==> src/design/core_pkg.sv <==
// Shared types and constants of the 8-bit execution core.
// Assumes one core clock; opcode fields follow the decode in core_exec.
package core_pkg;

	// Reset values
	localparam logic [11:0] RESET_PC  = 12'h000;
	localparam logic [7:0]  ACC_RESET = 8'h00;

	// Indirect pointer locations in data space
	localparam logic [7:0] PTR_X_ADDR = 8'h80;
	localparam logic [7:0] PTR_Y_ADDR = 8'h81;

	// Return stack depth in entries
	localparam int STACK_DEPTH = 6;

	// Instruction cycle counts
	localparam logic [2:0] CYC_ONE      = 3'h1;
	localparam logic [2:0] CYC_SHORT    = 3'h2;
	localparam logic [2:0] CYC_LONG     = 3'h4;
	localparam logic [2:0] CYC_BIT_TEST = 3'h5;

	// Instruction lengths in bytes
	localparam logic [1:0] LEN_ONE   = 2'h1;
	localparam logic [1:0] LEN_TWO   = 2'h2;
	localparam logic [1:0] LEN_THREE = 2'h3;

	// Opcode field positions
	localparam int F_GROUP_LO  = 4;  // Group / span / jump high bits
	localparam int F_SPAN_LO   = 4;  // Relative span, 4 bits
	localparam int F_DIR       = 3;  // Relative direction, 1 = back
	localparam int F_COND_LO   = 1;  // Flag condition, 2 bits
	localparam int F_BITNUM_LO = 5;  // Bit number, 3 bits
	localparam int F_BITVAL    = 4;  // Bit value tested or written
	localparam int F_MODE_HI   = 3;  // Addressing mode high bit
	localparam int F_MODE_LO   = 1;  // Addressing mode low bit

	// Instruction families
	typedef enum logic [2:0] {
		kind_rel, kind_jump, kind_call, kind_bit_branch,
		kind_bit_write, kind_alu, kind_control
	} kind_t;

	// Arithmetic group selected by the opcode high nibble
	typedef enum logic [3:0] {
		grp_add, grp_and, grp_cmp, grp_sub, grp_inc, grp_dec,
		grp_clr, grp_acc, grp_ctrl, grp_stop
	} group_t;

	typedef enum logic [3:0] {
		alu_add, alu_and, alu_cmp, alu_sub, alu_inc, alu_dec,
		alu_clr, alu_com, alu_rlc, alu_sla
	} alu_op_t;

	// Addressing mode from opcode bits 3 and 1
	typedef enum logic [1:0] {
		mode_ind_y, mode_ind_x, mode_imm, mode_dir
	} mode_t;

	// Flag condition from opcode bits 2:1
	typedef enum logic [1:0] {
		cond_nonzero, cond_no_carry, cond_zero, cond_carry
	} cond_t;

	typedef enum logic [2:0] {
		ctrl_nop, ctrl_ret, ctrl_return_from_interrupt, ctrl_wait, ctrl_stop
	} ctrl_t;

	typedef enum logic {
		st_run, st_halt
	} run_state_t;

	// Decoded instruction
	typedef struct packed {
		kind_t      kind;
		alu_op_t    alu;
		mode_t      mode;
		ctrl_t      ctrl;
		logic [1:0] bytes;
		logic [2:0] cycles;
	} decode_t;

	// ALU result with flags
	typedef struct packed {
		logic [7:0] result;
		logic       zero;
		logic       carry;
	} alu_out_t;

	// Return stack entry: address plus flags for interrupt return
	typedef struct packed {
		logic [11:0] ret_pc;
		logic        zero;
		logic        carry;
	} stack_entry_t;

endpackage

==> src/design/core_alu.sv <==
// Combinational 8-bit ALU with zero and carry results.
// Assumes the caller decides which flags are kept.
`timescale 1ns/10ps
`default_nettype none
module core_alu
import core_pkg::*;
(
	input  wire alu_op_t       i_op,
	input  wire logic    [7:0] i_a,
	input  wire logic    [7:0] i_b,
	input  wire logic          i_carry,
	output alu_out_t           o_out
);
	logic [8:0] wide;  // Result with carry in bit 8

	// Operation select; carry is borrow for subtract and compare
	always_comb
	begin
		wide = 9'h000;
		unique case (i_op)
			alu_add: wide = {1'b0, i_a} + {1'b0, i_b};
			alu_and: wide = {1'b0, i_a & i_b};
			alu_cmp: wide = {1'b0, i_a} - {1'b0, i_b};
			alu_sub: wide = {1'b0, i_a} - {1'b0, i_b};
			alu_inc: wide = {i_carry, i_a + 8'h01};
			alu_dec: wide = {i_carry, i_a - 8'h01};
			alu_clr: wide = 9'h000;
			alu_com: wide = {i_a[7], ~i_a};
			alu_rlc: wide = {i_a, i_carry};
			alu_sla: wide = {i_a, 1'b0};
		endcase
		o_out.result = wide[7:0];
		o_out.zero   = (wide[7:0] == 8'h00);
		o_out.carry  = wide[8];
	end
endmodule
`default_nettype wire

==> src/design/core_exec.sv <==
// Instruction fetch, decode and execution of the 8-bit core.
// Assumes program memory answers combinationally on o_prog_addr.
//
// What this block does
// - Add/and/compare/subtract use accumulator and operand
// - Clear/decrement/increment reach any data byte
// - Complement/rotate/shift work on accumulator
// - Arithmetic ops: four cycles; inc/dec keep carry, memory clear keeps both flags
// - Flag branches: one byte, two cycles
// - Flag branch span -15 to +16
// - Bit branches: three bytes, five cycles
// - Bit branch displacement -126 to +129
// - Tested bit copied into carry
// - Three-bit field selects the bit
// - Bit set/clear: two bytes, four cycles
// - Watchdog selected turns stop into wait
// - Jump/call: twelve-bit target, four cycles
`timescale 1ns/10ps
`default_nettype none
module core_exec
import core_pkg::*;
(
	input  wire logic        i_clock,
	input  wire logic        i_reset_n,
	input  wire logic [7:0]  i_prog_data,
	input  wire logic        i_watchdog_select,
	input  wire logic        i_wake,
	output logic      [11:0] o_prog_addr,
	output logic      [7:0]  o_accumulator,
	output logic             o_zero_flag,
	output logic             o_carry_flag,
	output logic             o_halted,
	output logic             o_stopped,
	output logic             o_instr_done
);
	// Pin synchronisers
	logic wdg_meta_reg;   // First stage, read only by second
	logic wdg_sync_reg;   // Watchdog option, synchronised
	logic wake_meta_reg;
	logic wake_sync_reg;  // Wake request, synchronised

	// Core state
	run_state_t   state_reg, state_next;
	logic [11:0]  pc_reg, pc_next;           // Current instruction
	logic [11:0]  addr_reg, addr_next;       // Program fetch address
	logic [2:0]   cnt_reg, cnt_next;         // Cycle within instruction
	logic [7:0]   opcode_reg, opcode_next;
	logic [7:0]   byte2_reg, byte2_next;
	logic [7:0]   byte3_reg, byte3_next;
	logic [7:0]   acc_reg, acc_next;
	logic         zero_reg, zero_next;
	logic         carry_reg, carry_next;
	logic [7:0]   daddr_reg, daddr_next;     // Data operand address
	logic         stop_reg, stop_next;
	logic         done_reg, done_next;
	stack_entry_t stack_reg [STACK_DEPTH];   // Top is index 0
	stack_entry_t stack_next [STACK_DEPTH];

	// Datapath wires
	decode_t     dec;
	alu_out_t    alu_out;
	logic [7:0]  alu_a;
	logic [7:0]  alu_b;
	logic [7:0]  ram_q;
	logic [7:0]  ram_rd_addr;
	logic        ram_we;
	logic [7:0]  ram_wr_data;
	logic        exec;        // Last cycle of the instruction
	logic        indirect;
	logic        ram_dest;    // Result goes back to data space
	logic [2:0]  bit_num;
	logic        tested_bit;
	logic        cond_met;
	logic [11:0] pc_plus_len;
	logic [11:0] rel_target;
	logic [11:0] bit_target;
	logic [11:0] long_target;

	// Two flops on the watchdog and wake pins before any logic looks at them
	always_ff @(posedge i_clock or negedge i_reset_n)
	begin
		if (!i_reset_n)
		begin
			wdg_meta_reg  <= 1'b0;
			wdg_sync_reg  <= 1'b0;
			wake_meta_reg <= 1'b0;
			wake_sync_reg <= 1'b0;
		end
		else
		begin
			wdg_meta_reg  <= i_watchdog_select;
			wdg_sync_reg  <= wdg_meta_reg;
			wake_meta_reg <= i_wake;
			wake_sync_reg <= wake_meta_reg;
		end
	end

	// Decode from the latched opcode; valid from the second cycle on
	always_comb
	begin
		dec.kind   = kind_control;
		dec.alu    = alu_add;
		dec.mode   = mode_t'({opcode_reg[F_MODE_HI], opcode_reg[F_MODE_LO]});
		dec.ctrl   = ctrl_nop;
		dec.bytes  = LEN_ONE;
		dec.cycles = CYC_SHORT;
		if (!opcode_reg[0])
		begin
			dec.kind = kind_rel;
		end
		else if (opcode_reg[2:0] == 3'b001)
		begin
			dec.kind   = opcode_reg[F_DIR] ? kind_jump : kind_call;
			dec.bytes  = LEN_TWO;
			dec.cycles = CYC_LONG;
		end
		else if (opcode_reg[2:0] == 3'b011)
		begin
			if (!opcode_reg[F_DIR])
			begin
				dec.kind   = kind_bit_branch;
				dec.bytes  = LEN_THREE;
				dec.cycles = CYC_BIT_TEST;
			end
			else
			begin
				dec.kind   = kind_bit_write;
				dec.bytes  = LEN_TWO;
				dec.cycles = CYC_LONG;
			end
		end
		else
		begin
			dec.kind   = kind_alu;
			dec.cycles = CYC_LONG;
			dec.bytes  = (dec.mode == mode_imm || dec.mode == mode_dir)
				? LEN_TWO : LEN_ONE;
			unique case (opcode_reg[F_GROUP_LO +: 4])
				grp_add:  dec.alu = alu_add;
				grp_and:  dec.alu = alu_and;
				grp_cmp:  dec.alu = alu_cmp;
				grp_sub:  dec.alu = alu_sub;
				grp_inc:  dec.alu = alu_inc;
				grp_dec:  dec.alu = alu_dec;
				grp_clr:
				begin
					dec.alu = alu_clr;
					// Direct clear carries a spare third byte
					if (dec.mode == mode_dir)
						dec.bytes = LEN_THREE;
				end
				grp_acc:
				begin
					// Accumulator-only group; no data operand
					unique case (dec.mode)
						mode_ind_y: dec.alu = alu_com;
						mode_ind_x: dec.alu = alu_rlc;
						default:    dec.alu = alu_sla;
					endcase
					dec.bytes = (dec.mode == mode_ind_y ||
						dec.mode == mode_ind_x) ? LEN_ONE : LEN_TWO;
				end
				grp_stop:
				begin
					dec.kind   = kind_control;
					dec.ctrl   = ctrl_stop;
					dec.bytes  = LEN_ONE;
					dec.cycles = CYC_SHORT;
				end
				default:
				begin
					// Control group; unused codes behave as no-op
					dec.kind   = kind_control;
					dec.bytes  = LEN_ONE;
					dec.cycles = CYC_SHORT;
					if (opcode_reg[F_GROUP_LO +: 4] == grp_ctrl)
					begin
						unique case (dec.mode)
							mode_ind_y: dec.ctrl = ctrl_nop;
							mode_ind_x: dec.ctrl = ctrl_ret;
							mode_imm:   dec.ctrl = ctrl_return_from_interrupt;
							mode_dir:   dec.ctrl = ctrl_wait;
						endcase
					end
				end
			endcase
		end
	end

	// Operand routing and branch arithmetic
	always_comb
	begin
		exec     = (state_reg == st_run) &&
			(cnt_reg == dec.cycles - CYC_ONE);
		// Only the arithmetic group has pointer modes; bit branches share
		// the mode bits and must read their byte directly
		indirect = (dec.kind == kind_alu) &&
			((dec.mode == mode_ind_x) || (dec.mode == mode_ind_y));
		ram_dest = (dec.kind == kind_alu) && (dec.mode != mode_imm) &&
			(dec.alu == alu_inc || dec.alu == alu_dec ||
			dec.alu == alu_clr);
		alu_a = ((dec.alu == alu_inc || dec.alu == alu_dec) && ram_dest)
			? ram_q : acc_reg;
		alu_b = (dec.mode == mode_imm) ? byte2_reg : ram_q;
		bit_num    = opcode_reg[F_BITNUM_LO +: 3];
		tested_bit = ram_q[bit_num];
		unique case (cond_t'(opcode_reg[F_COND_LO +: 2]))
			cond_nonzero:  cond_met = !zero_reg;
			cond_no_carry: cond_met = !carry_reg;
			cond_zero:     cond_met = zero_reg;
			cond_carry:    cond_met = carry_reg;
		endcase
		pc_plus_len = pc_reg + {10'h000, dec.bytes};
		// Forward reaches +1..+16, backward 0..-15
		if (opcode_reg[F_DIR])
			rel_target = pc_reg -
				{8'h00, opcode_reg[F_SPAN_LO +: 4]};
		else
			rel_target = pc_reg +
				{8'h00, opcode_reg[F_SPAN_LO +: 4]} + 12'h001;
		// Signed byte around the address after the first two bytes
		bit_target  = pc_reg + 12'h002 +
			{{4{byte3_reg[7]}}, byte3_reg};
		long_target = {opcode_reg[F_GROUP_LO +: 4], byte2_reg};
		// Pointer first, then the byte it points at
		if (cnt_reg == 3'h1)
			ram_rd_addr = indirect ? ((dec.mode == mode_ind_x)
				? PTR_X_ADDR : PTR_Y_ADDR) : i_prog_data;
		else if (cnt_reg == 3'h2)
			ram_rd_addr = indirect ? ram_q : byte2_reg;
		else
			ram_rd_addr = daddr_reg;
	end

	core_alu u_alu
	(
		.i_op    (dec.alu),
		.i_a     (alu_a),
		.i_b     (alu_b),
		.i_carry (carry_reg),
		.o_out   (alu_out)
	);

	data_space_ram u_ram
	(
		.i_clock      (i_clock),
		.i_reset_n    (i_reset_n),
		.i_write      (ram_we),
		.i_write_addr (daddr_reg),
		.i_write_data (ram_wr_data),
		.i_read_addr  (ram_rd_addr),
		.o_read_data  (ram_q)
	);

	// Next state of the sequencer, registers and return stack
	always_comb
	begin
		state_next  = state_reg;
		pc_next     = pc_reg;
		cnt_next    = cnt_reg + CYC_ONE;
		opcode_next = opcode_reg;
		byte2_next  = byte2_reg;
		byte3_next  = byte3_reg;
		acc_next    = acc_reg;
		zero_next   = zero_reg;
		carry_next  = carry_reg;
		daddr_next  = daddr_reg;
		stop_next   = stop_reg;
		done_next   = exec;
		ram_we      = 1'b0;
		ram_wr_data = alu_out.result;
		for (int i = 0; i < STACK_DEPTH; i++)
			stack_next[i] = stack_reg[i];
		// Capture the fetched bytes
		if (state_reg == st_run)
		begin
			if (cnt_reg == 3'h0)
				opcode_next = i_prog_data;
			if (cnt_reg == 3'h1)
				byte2_next = i_prog_data;
			if (cnt_reg == 3'h2)
			begin
				byte3_next = i_prog_data;
				daddr_next = ram_rd_addr;
			end
		end
		if (exec)
		begin
			cnt_next = 3'h0;
			pc_next  = pc_plus_len;
			unique case (dec.kind)
				kind_rel:
				begin
					if (cond_met)
						pc_next = rel_target;
				end
				kind_jump: pc_next = long_target;
				kind_call:
				begin
					// Oldest entry drops off when the stack is full
					for (int i = STACK_DEPTH - 1; i > 0; i--)
						stack_next[i] = stack_reg[i - 1];
					stack_next[0] = '{pc_plus_len, zero_reg, carry_reg};
					pc_next = long_target;
				end
				kind_bit_branch:
				begin
					carry_next = tested_bit;
					if (tested_bit == opcode_reg[F_BITVAL])
						pc_next = bit_target;
				end
				kind_bit_write:
				begin
					ram_we      = 1'b1;
					ram_wr_data = ram_q;
					ram_wr_data[bit_num] = opcode_reg[F_BITVAL];
				end
				kind_alu:
				begin
					if (ram_dest)
						ram_we = 1'b1;
					else if (dec.alu != alu_cmp)
						acc_next = alu_out.result;
					if (!(ram_dest && dec.alu == alu_clr))
						zero_next = alu_out.zero;
					if (!ram_dest || dec.alu == alu_add)
						carry_next = alu_out.carry;
					if (dec.alu == alu_inc || dec.alu == alu_dec)
						carry_next = carry_reg;
				end
				kind_control:
				begin
					unique case (dec.ctrl)
						ctrl_ret, ctrl_return_from_interrupt:
						begin
							for (int i = 0; i < STACK_DEPTH - 1; i++)
								stack_next[i] = stack_reg[i + 1];
							stack_next[STACK_DEPTH - 1] = '0;
							pc_next = stack_reg[0].ret_pc;
							if (dec.ctrl == ctrl_return_from_interrupt)
							begin
								zero_next  = stack_reg[0].zero;
								carry_next = stack_reg[0].carry;
							end
						end
						ctrl_wait, ctrl_stop:
						begin
							state_next = st_halt;
							// Watchdog forces wait in place of stop
							stop_next  = (dec.ctrl == ctrl_stop) &&
								!wdg_sync_reg;
						end
						default: pc_next = pc_plus_len;
					endcase
				end
				default: pc_next = pc_plus_len;
			endcase
		end
		// Halted: hold until wake, then fetch the next instruction
		if (state_reg == st_halt)
		begin
			cnt_next = 3'h0;
			if (wake_sync_reg)
			begin
				state_next = st_run;
				stop_next  = 1'b0;
			end
		end
		addr_next = (exec || state_reg == st_halt)
			? pc_next : pc_reg + {9'h000, cnt_next};
	end

	// State registers
	always_ff @(posedge i_clock or negedge i_reset_n)
	begin
		if (!i_reset_n)
		begin
			state_reg  <= st_run;
			pc_reg     <= RESET_PC;
			addr_reg   <= RESET_PC;
			cnt_reg    <= 3'h0;
			opcode_reg <= 8'h00;
			byte2_reg  <= 8'h00;
			byte3_reg  <= 8'h00;
			acc_reg    <= ACC_RESET;
			zero_reg   <= 1'b0;
			carry_reg  <= 1'b0;
			daddr_reg  <= 8'h00;
			stop_reg   <= 1'b0;
			done_reg   <= 1'b0;
			for (int i = 0; i < STACK_DEPTH; i++)
				stack_reg[i] <= '0;
		end
		else
		begin
			state_reg  <= state_next;
			pc_reg     <= pc_next;
			addr_reg   <= addr_next;
			cnt_reg    <= cnt_next;
			opcode_reg <= opcode_next;
			byte2_reg  <= byte2_next;
			byte3_reg  <= byte3_next;
			acc_reg    <= acc_next;
			zero_reg   <= zero_next;
			carry_reg  <= carry_next;
			daddr_reg  <= daddr_next;
			stop_reg   <= stop_next;
			done_reg   <= done_next;
			for (int i = 0; i < STACK_DEPTH; i++)
				stack_reg[i] <= stack_next[i];
		end
	end

	assign o_prog_addr   = addr_reg;
	assign o_accumulator = acc_reg;
	assign o_zero_flag   = zero_reg;
	assign o_carry_flag  = carry_reg;
	assign o_halted      = (state_reg == st_halt);
	assign o_stopped     = stop_reg;
	assign o_instr_done  = done_reg;
endmodule
`default_nettype wire

==> src/design/data_space_ram.sv <==
// 256-byte data space with registered read data.
// Assumes write and read addresses come from the core clock domain.
`timescale 1ns/10ps
`default_nettype none
module data_space_ram
(
	input  wire logic       i_clock,
	input  wire logic       i_reset_n,
	input  wire logic       i_write,
	input  wire logic [7:0] i_write_addr,
	input  wire logic [7:0] i_write_data,
	input  wire logic [7:0] i_read_addr,
	output logic      [7:0] o_read_data
);
	logic [7:0] mem [256];  // Storage array, no reset
	logic [7:0] read_reg;   // Read data register
	logic [7:0] read_next;

	// Read is ahead of a same-cycle write: old data wins
	always_comb
	begin
		read_next = mem[i_read_addr];
	end

	// Array write, kept out of reset so it maps onto RAM
	always_ff @(posedge i_clock)
	begin
		if (i_write)
		begin
			mem[i_write_addr] <= i_write_data;
		end
	end

	// Read register
	always_ff @(posedge i_clock or negedge i_reset_n)
	begin
		if (!i_reset_n)
		begin
			read_reg <= 8'h00;
		end
		else
		begin
			read_reg <= read_next;
		end
	end

	assign o_read_data = read_reg;
endmodule
`default_nettype wire

==> config.mk <==
export PLATFORM = sky130hd
export DESIGN_NAME = core_exec
export DESIGN_NICKNAME = d
export VERILOG_FILES = /design/src/design/core_pkg.sv /design/src/design/core_alu.sv /design/src/design/core_exec.sv /design/src/design/data_space_ram.sv
export SDC_FILE = /design/constraint.sdc
export NUM_CORES = 2
export LEC_CHECK = 0
export ABC_CLOCK_PERIOD_IN_PS = 12200
export BUFFER_PORTS_ARGS = -buffer_cell sky130_fd_sc_hd__buf_2
export CORE_AREA = 3 3 405 407
export DETAILED_ROUTE_END_ITERATION = 8
export DIE_AREA = 0 0 408 410
export HOLD_SLACK_MARGIN = 0.15
export MAX_ROUTING_LAYER = met4
export PLACE_DENSITY = 0.75
export SLEW_MARGIN = 20
export SYNTH_ARGS = -nofsm -noshare
export SYNTH_HDL_FRONTEND = slang
export SYNTH_HIERARCHICAL = 1
export SYNTH_SLANG_ARGS = --single-unit
==> constraint.sdc <==
create_clock -name i_clock -period 12.2 [get_ports i_clock]
set_input_delay 1.22 -clock i_clock [delete_from_list [all_inputs] [get_ports i_clock]]
set_output_delay 1.22 -clock i_clock [all_outputs]
set_load 0.005 [all_outputs]
# Word-level counts from Yosys, hierarchy flattened
# Memories as Yosys holds them, arrays and structs flattened. A register that Yosys moved wholly into a read port is not among the register bits.
# Cells that the tools add are included.
# classes
addsub	13
order_cmp	2
eq_ne	49
n_mux	76
n_bitwise	4
reduce_logical	42
# ops
operator	n
84-bit one-hot mux with 2 select lines	1
84-bit two-way mux	1
9-bit one-hot mux with 9 select lines	1
12-bit two-way mux	6
8-bit two-way mux	9
12-bit one-hot mux with 4 select lines	1
4-bit by 3-bit equality test with 1-bit output (second input constant)	8
3-bit two-way mux	10
4-bit one-hot mux with 7 select lines	1
1-bit two-way mux	24
3-bit by 2-bit equality test with 1-bit output (second input constant)	6
4-bit by 2-bit equality test with 1-bit output (second input constant)	4
4-bit equality test (second input constant)	4
4-bit two-way mux	4
2-bit inequality test (second input constant)	7
12-bit by 1-bit adder with 12-bit output (second input constant)	1
12-bit adder	1
12-bit by 2-bit adder with 12-bit output	1
12-bit by 2-bit adder with 12-bit output (second input constant)	1
12-bit by 3-bit adder with 12-bit output	1
12-bit by 4-bit adder with 12-bit output	1
3-bit by 1-bit equality test with 1-bit output (second input constant)	4
3-bit equality test (second input constant)	4
3-bit one-hot mux with 4 select lines	1
other kinds (47)	84
# word_totals
register_bits	160
mem_bits_rw	2048
in_bits	12
wordCells	222
mem_count	1
# memory_table
memory	words	word_bits	read_ports	rd_clocked_by_memory_dff	wr	line_no	source
u_ram.mem	256	8	1	1	1	data_space_ram.sv:15	logic [7:0] mem [256];

# Longest topological paths before layout
# logic_depth
word_depth	17
ltp_mapped	22

# Cells and area by module
# The synthesis kept the hierarchy.
# modules_own_cells
module	n_inst	cells_each	area_per_inst_um2	seq_area_each_um2
data_space_ram	1	3795	80038.0	61699.2
core_exec	1	1147	10030.9	4003.8
core_alu	1	177	1249.9	0.0

# Worst setup path before layout
# Ideal clock, no wire load.
# synth_path
kind	flip-flop to flip-flop
from	register opcode_reg[6]
to	memory u_ram.mem[0][6], data pin
setup_ns	1.579
arrival_ns	10.567
t_required_ns	10.621
slack_ns	0.054
path_stages_with_launch	21
path_buffers	3
cell_sequence	dfrtp_1 buf_4 buf_2 nor2b_1 nand3_1 a21oi_1 nor2b_1 and2_1 buf_2 mux2_2 inv_1 ha_1 inv_1 fa_1 a21o_1 a21oi_1 o21a_1 xor2_1 a21oi_1 nor2_1 a21oi_1
# synth_lines
element	line_no	source
start, declared	core_exec.sv:47	logic [7:0] opcode_reg, opcode_next;
start signal, assigned	core_exec.sv:400	opcode_reg <= opcode_next;
end, declared	data_space_ram.sv:15	

==> reports/results.tsv <==
metric	value	unit
CP max FO	77	
status	completed	
PortBufs	36	
count of TritonRoute iterations in the first routing pass	6	
first-pass GRT wire length	328000	um
antenna violations before repair	4	
Top FF cell, synth	edfxtp_1	
worst skew pair latency	0.84	ns
CP Class	register to register	
I/O pin cnt	37	
setup TNS	0	ns
Die Wd	408	um
cell count after synthesis	5119	
Tot GR Track Use	27.2	%
relative slew slack	22.4	%
CTS sink cnt	2216	
post-DP HPWL	130000	um
most instantiated cells after synthesis	edfxtp_1, mux4_2, nor2_1	
synthesis-stage register bit count	2216	
area leader, netlist	edfxtp_1	
Crit path arrival time	7.66	ns
clk_skew	0.0400	ns
# Post-CTS Setup Buffers	0	
layout cells sized above 1	19.1	%
YS warnings	6	
Core Region	161000	um^2
Num CTS Buffers	210	
Root Buffer	clkbuf_16	
Avg Cell Area, Syn	17.8	um^2
sequential share of the synthesized area	71.9	%
gr ovfl total	0	
crit path from	opcode_reg[6]$_DFFE_PN0P_	
Worst-path clk slew	0.06	ns
WL per Instance	29.4	um
worst-case clock buffer depth	3	
area fraction of the dominant cell type after synthesis	67.3	%
Area Growth Syn to Fin	9.55	%
num rows	147	
synth top area cells	edfxtp_1, mux4_2, dfrtp_1	
Worst R2R Path Depth	19	
FF/Latch Area	65700	um^2
Reg2Reg Setup Slack	5.05	ns
worst r2r src	opcode_reg[6]$_DFFE_PN0P_	
# fillers	10800	
cts hold-fix bufs	0	
Slew Limit Fails	0	
min-delay worst type	register to register	
CTS H-tree lvls	4	
Final Hold Vio Count	0	
post-synth net total	5187	
actual slew at the worst max-slew pin	1.16	ns
largest net degree at the start of global routing	257	
routed wire length	219000	um
# nets final	5187	
Period minus WS final	7.15	ns
Final setup viols	0	
CP Capture Point	u_ram/mem[42][4]$_DFFE_PP_	
max reg flops	2048	
Worst R2R End	u_ram/mem[42][4]$_DFFE_PP_	
RSZ-0062 raised after global routing	false	
via/cell ratio	6.63	
hold_sp	wake_meta_reg$_DFF_PN0_	
Antenna Violating Nets Remaining	0	
Yosys cell types	112	
EDFF count, synth	2048	
Initial Util	56.9	%
area occupied by multi-input gates	23700	um^2
DRC Markers	0	
Tcrit/Tclk final	58.6	%
count leader, synth	edfxtp_1	
CP Launch Type	register	
post-CTS resize count	0	
FFs w/ async S/R, synth	7.58	%
Die ar.	167000	um^2
vias in the first global route	49000	
Max Freq	140	MHz
TritonCTS clock tree	built	
DR vias	49400	
1st-iter DRT viols	6635	
crit end category	register	
hold slack	0.452	ns
Max-cap violations	0	
Post-Syn Area	91300	um^2
global placer's final weighted congestion	0.918	
CP Data Required Time	12.71	ns
die height	410	um
## worst min path at each step
stage                              end  cells after the start  slack, ns
6_report       wake_sync_reg$_DFF_PN0_                      0       0.45
4_1_cts        wake_meta_reg$_DFF_PN0_                      1       0.43
3_3_place_gp   wake_sync_reg$_DFF_PN0_                      0       0.44
5_1_grt        wake_sync_reg$_DFF_PN0_                      0       0.46
2_1_floorplan  wake_sync_reg$_DFF_PN0_                      0       0.33
3_5_place_dp   wake_sync_reg$_DFF_PN0_                      0       0.42
## cells in the final DEF (no fill, tap or decap), types with 78 or more instances in the layout
cell / count
dfrtp_1: 168
nand2_1: 305
a31oi_1: 80
mux4_2: 446
a22oi_1: 101
edfxtp_1: 2048
nor2_1: 411
mux2i_1: 183
a21oi_1: 127
clkbuf_16: 213
nand3_1: 78
## per-stage QoR
step	util [%]	instance area, um^2	std cells	worst slack (ns)
global placement	58.0	93100	7063	5.35
detailed placement	58.0	93100	7063	5.17
floorplan	-	91300	5119	0.0541
finish	62.3	100000	7456	5.05
global route	62.3	100000	7454	4.59
CTS	62.2	99900	7448	5.12
## kinds of logic (layout without fill, tap and decap cells)
family                     Yosys count  after routing  share of synthesized area (%)
adders and majority gates           56             56                          0.817
muxes                              699            699                           13.9
AOI/OAI and AO/OA                  689            689                           5.29
buffers and inverters              368            541                           2.35
other                                0              4                              0
xor gates and xnor gates            52             52                          0.522
and+or+nand+nor                   1039           1039                           5.18
DFF                               2216           2216                           71.9
## metal layers
metal | vias up | global-route usage, % | share of wire (%)
met2 | 2841 | 41.3 | 48
li1 | 20600 | - | -
met5 | - | - | 0
met1 | 25500 | 37.2 | 38
met4 | 0 | 9.80 | 4.1
met3 | 494 | 5.23 | 11
## worst max-delay path, stage by stage (launching register included)
cell	delay [ns]
dfrtp_1	0.69
nor2b_1	0.25
nand3_1	0.16
a21oi_1	0.92
nor2b_1	0.33
and2_1	0.41
mux2_2	0.49
inv_1	0.09
ha_1	0.19
inv_1	0.06
fa_1	0.40
a21o_1	0.17
a21oi_1	0.20
xnor2_1	0.16
a21oi_1	0.10
o21ai_1	0.20
nor2_1	0.13
a21oi_4	0.43
buf_4	0.72
buf_4	0.66
## final cells by class
| type | count | area share (%) |
|---|---|---|
| Antenna cell | 4 | 0.0100 |
| Clock buffer | 264 | 5.55 |
| Clock inverter | 121 | 1.21 |
| Inverter | 40 | 0.150 |
| Multi-Input combinational cell | 2535 | 23.7 |
| Sequential cell | 2216 | 65.7 |
| Tap cell | 2160 | 2.70 |
| Timing Repair Buffer | 116 | 1.03 |
Power is left out: the tool's default activity adds up to more than one toggle a clock period on the data nets, which glitch-free logic cannot reach.
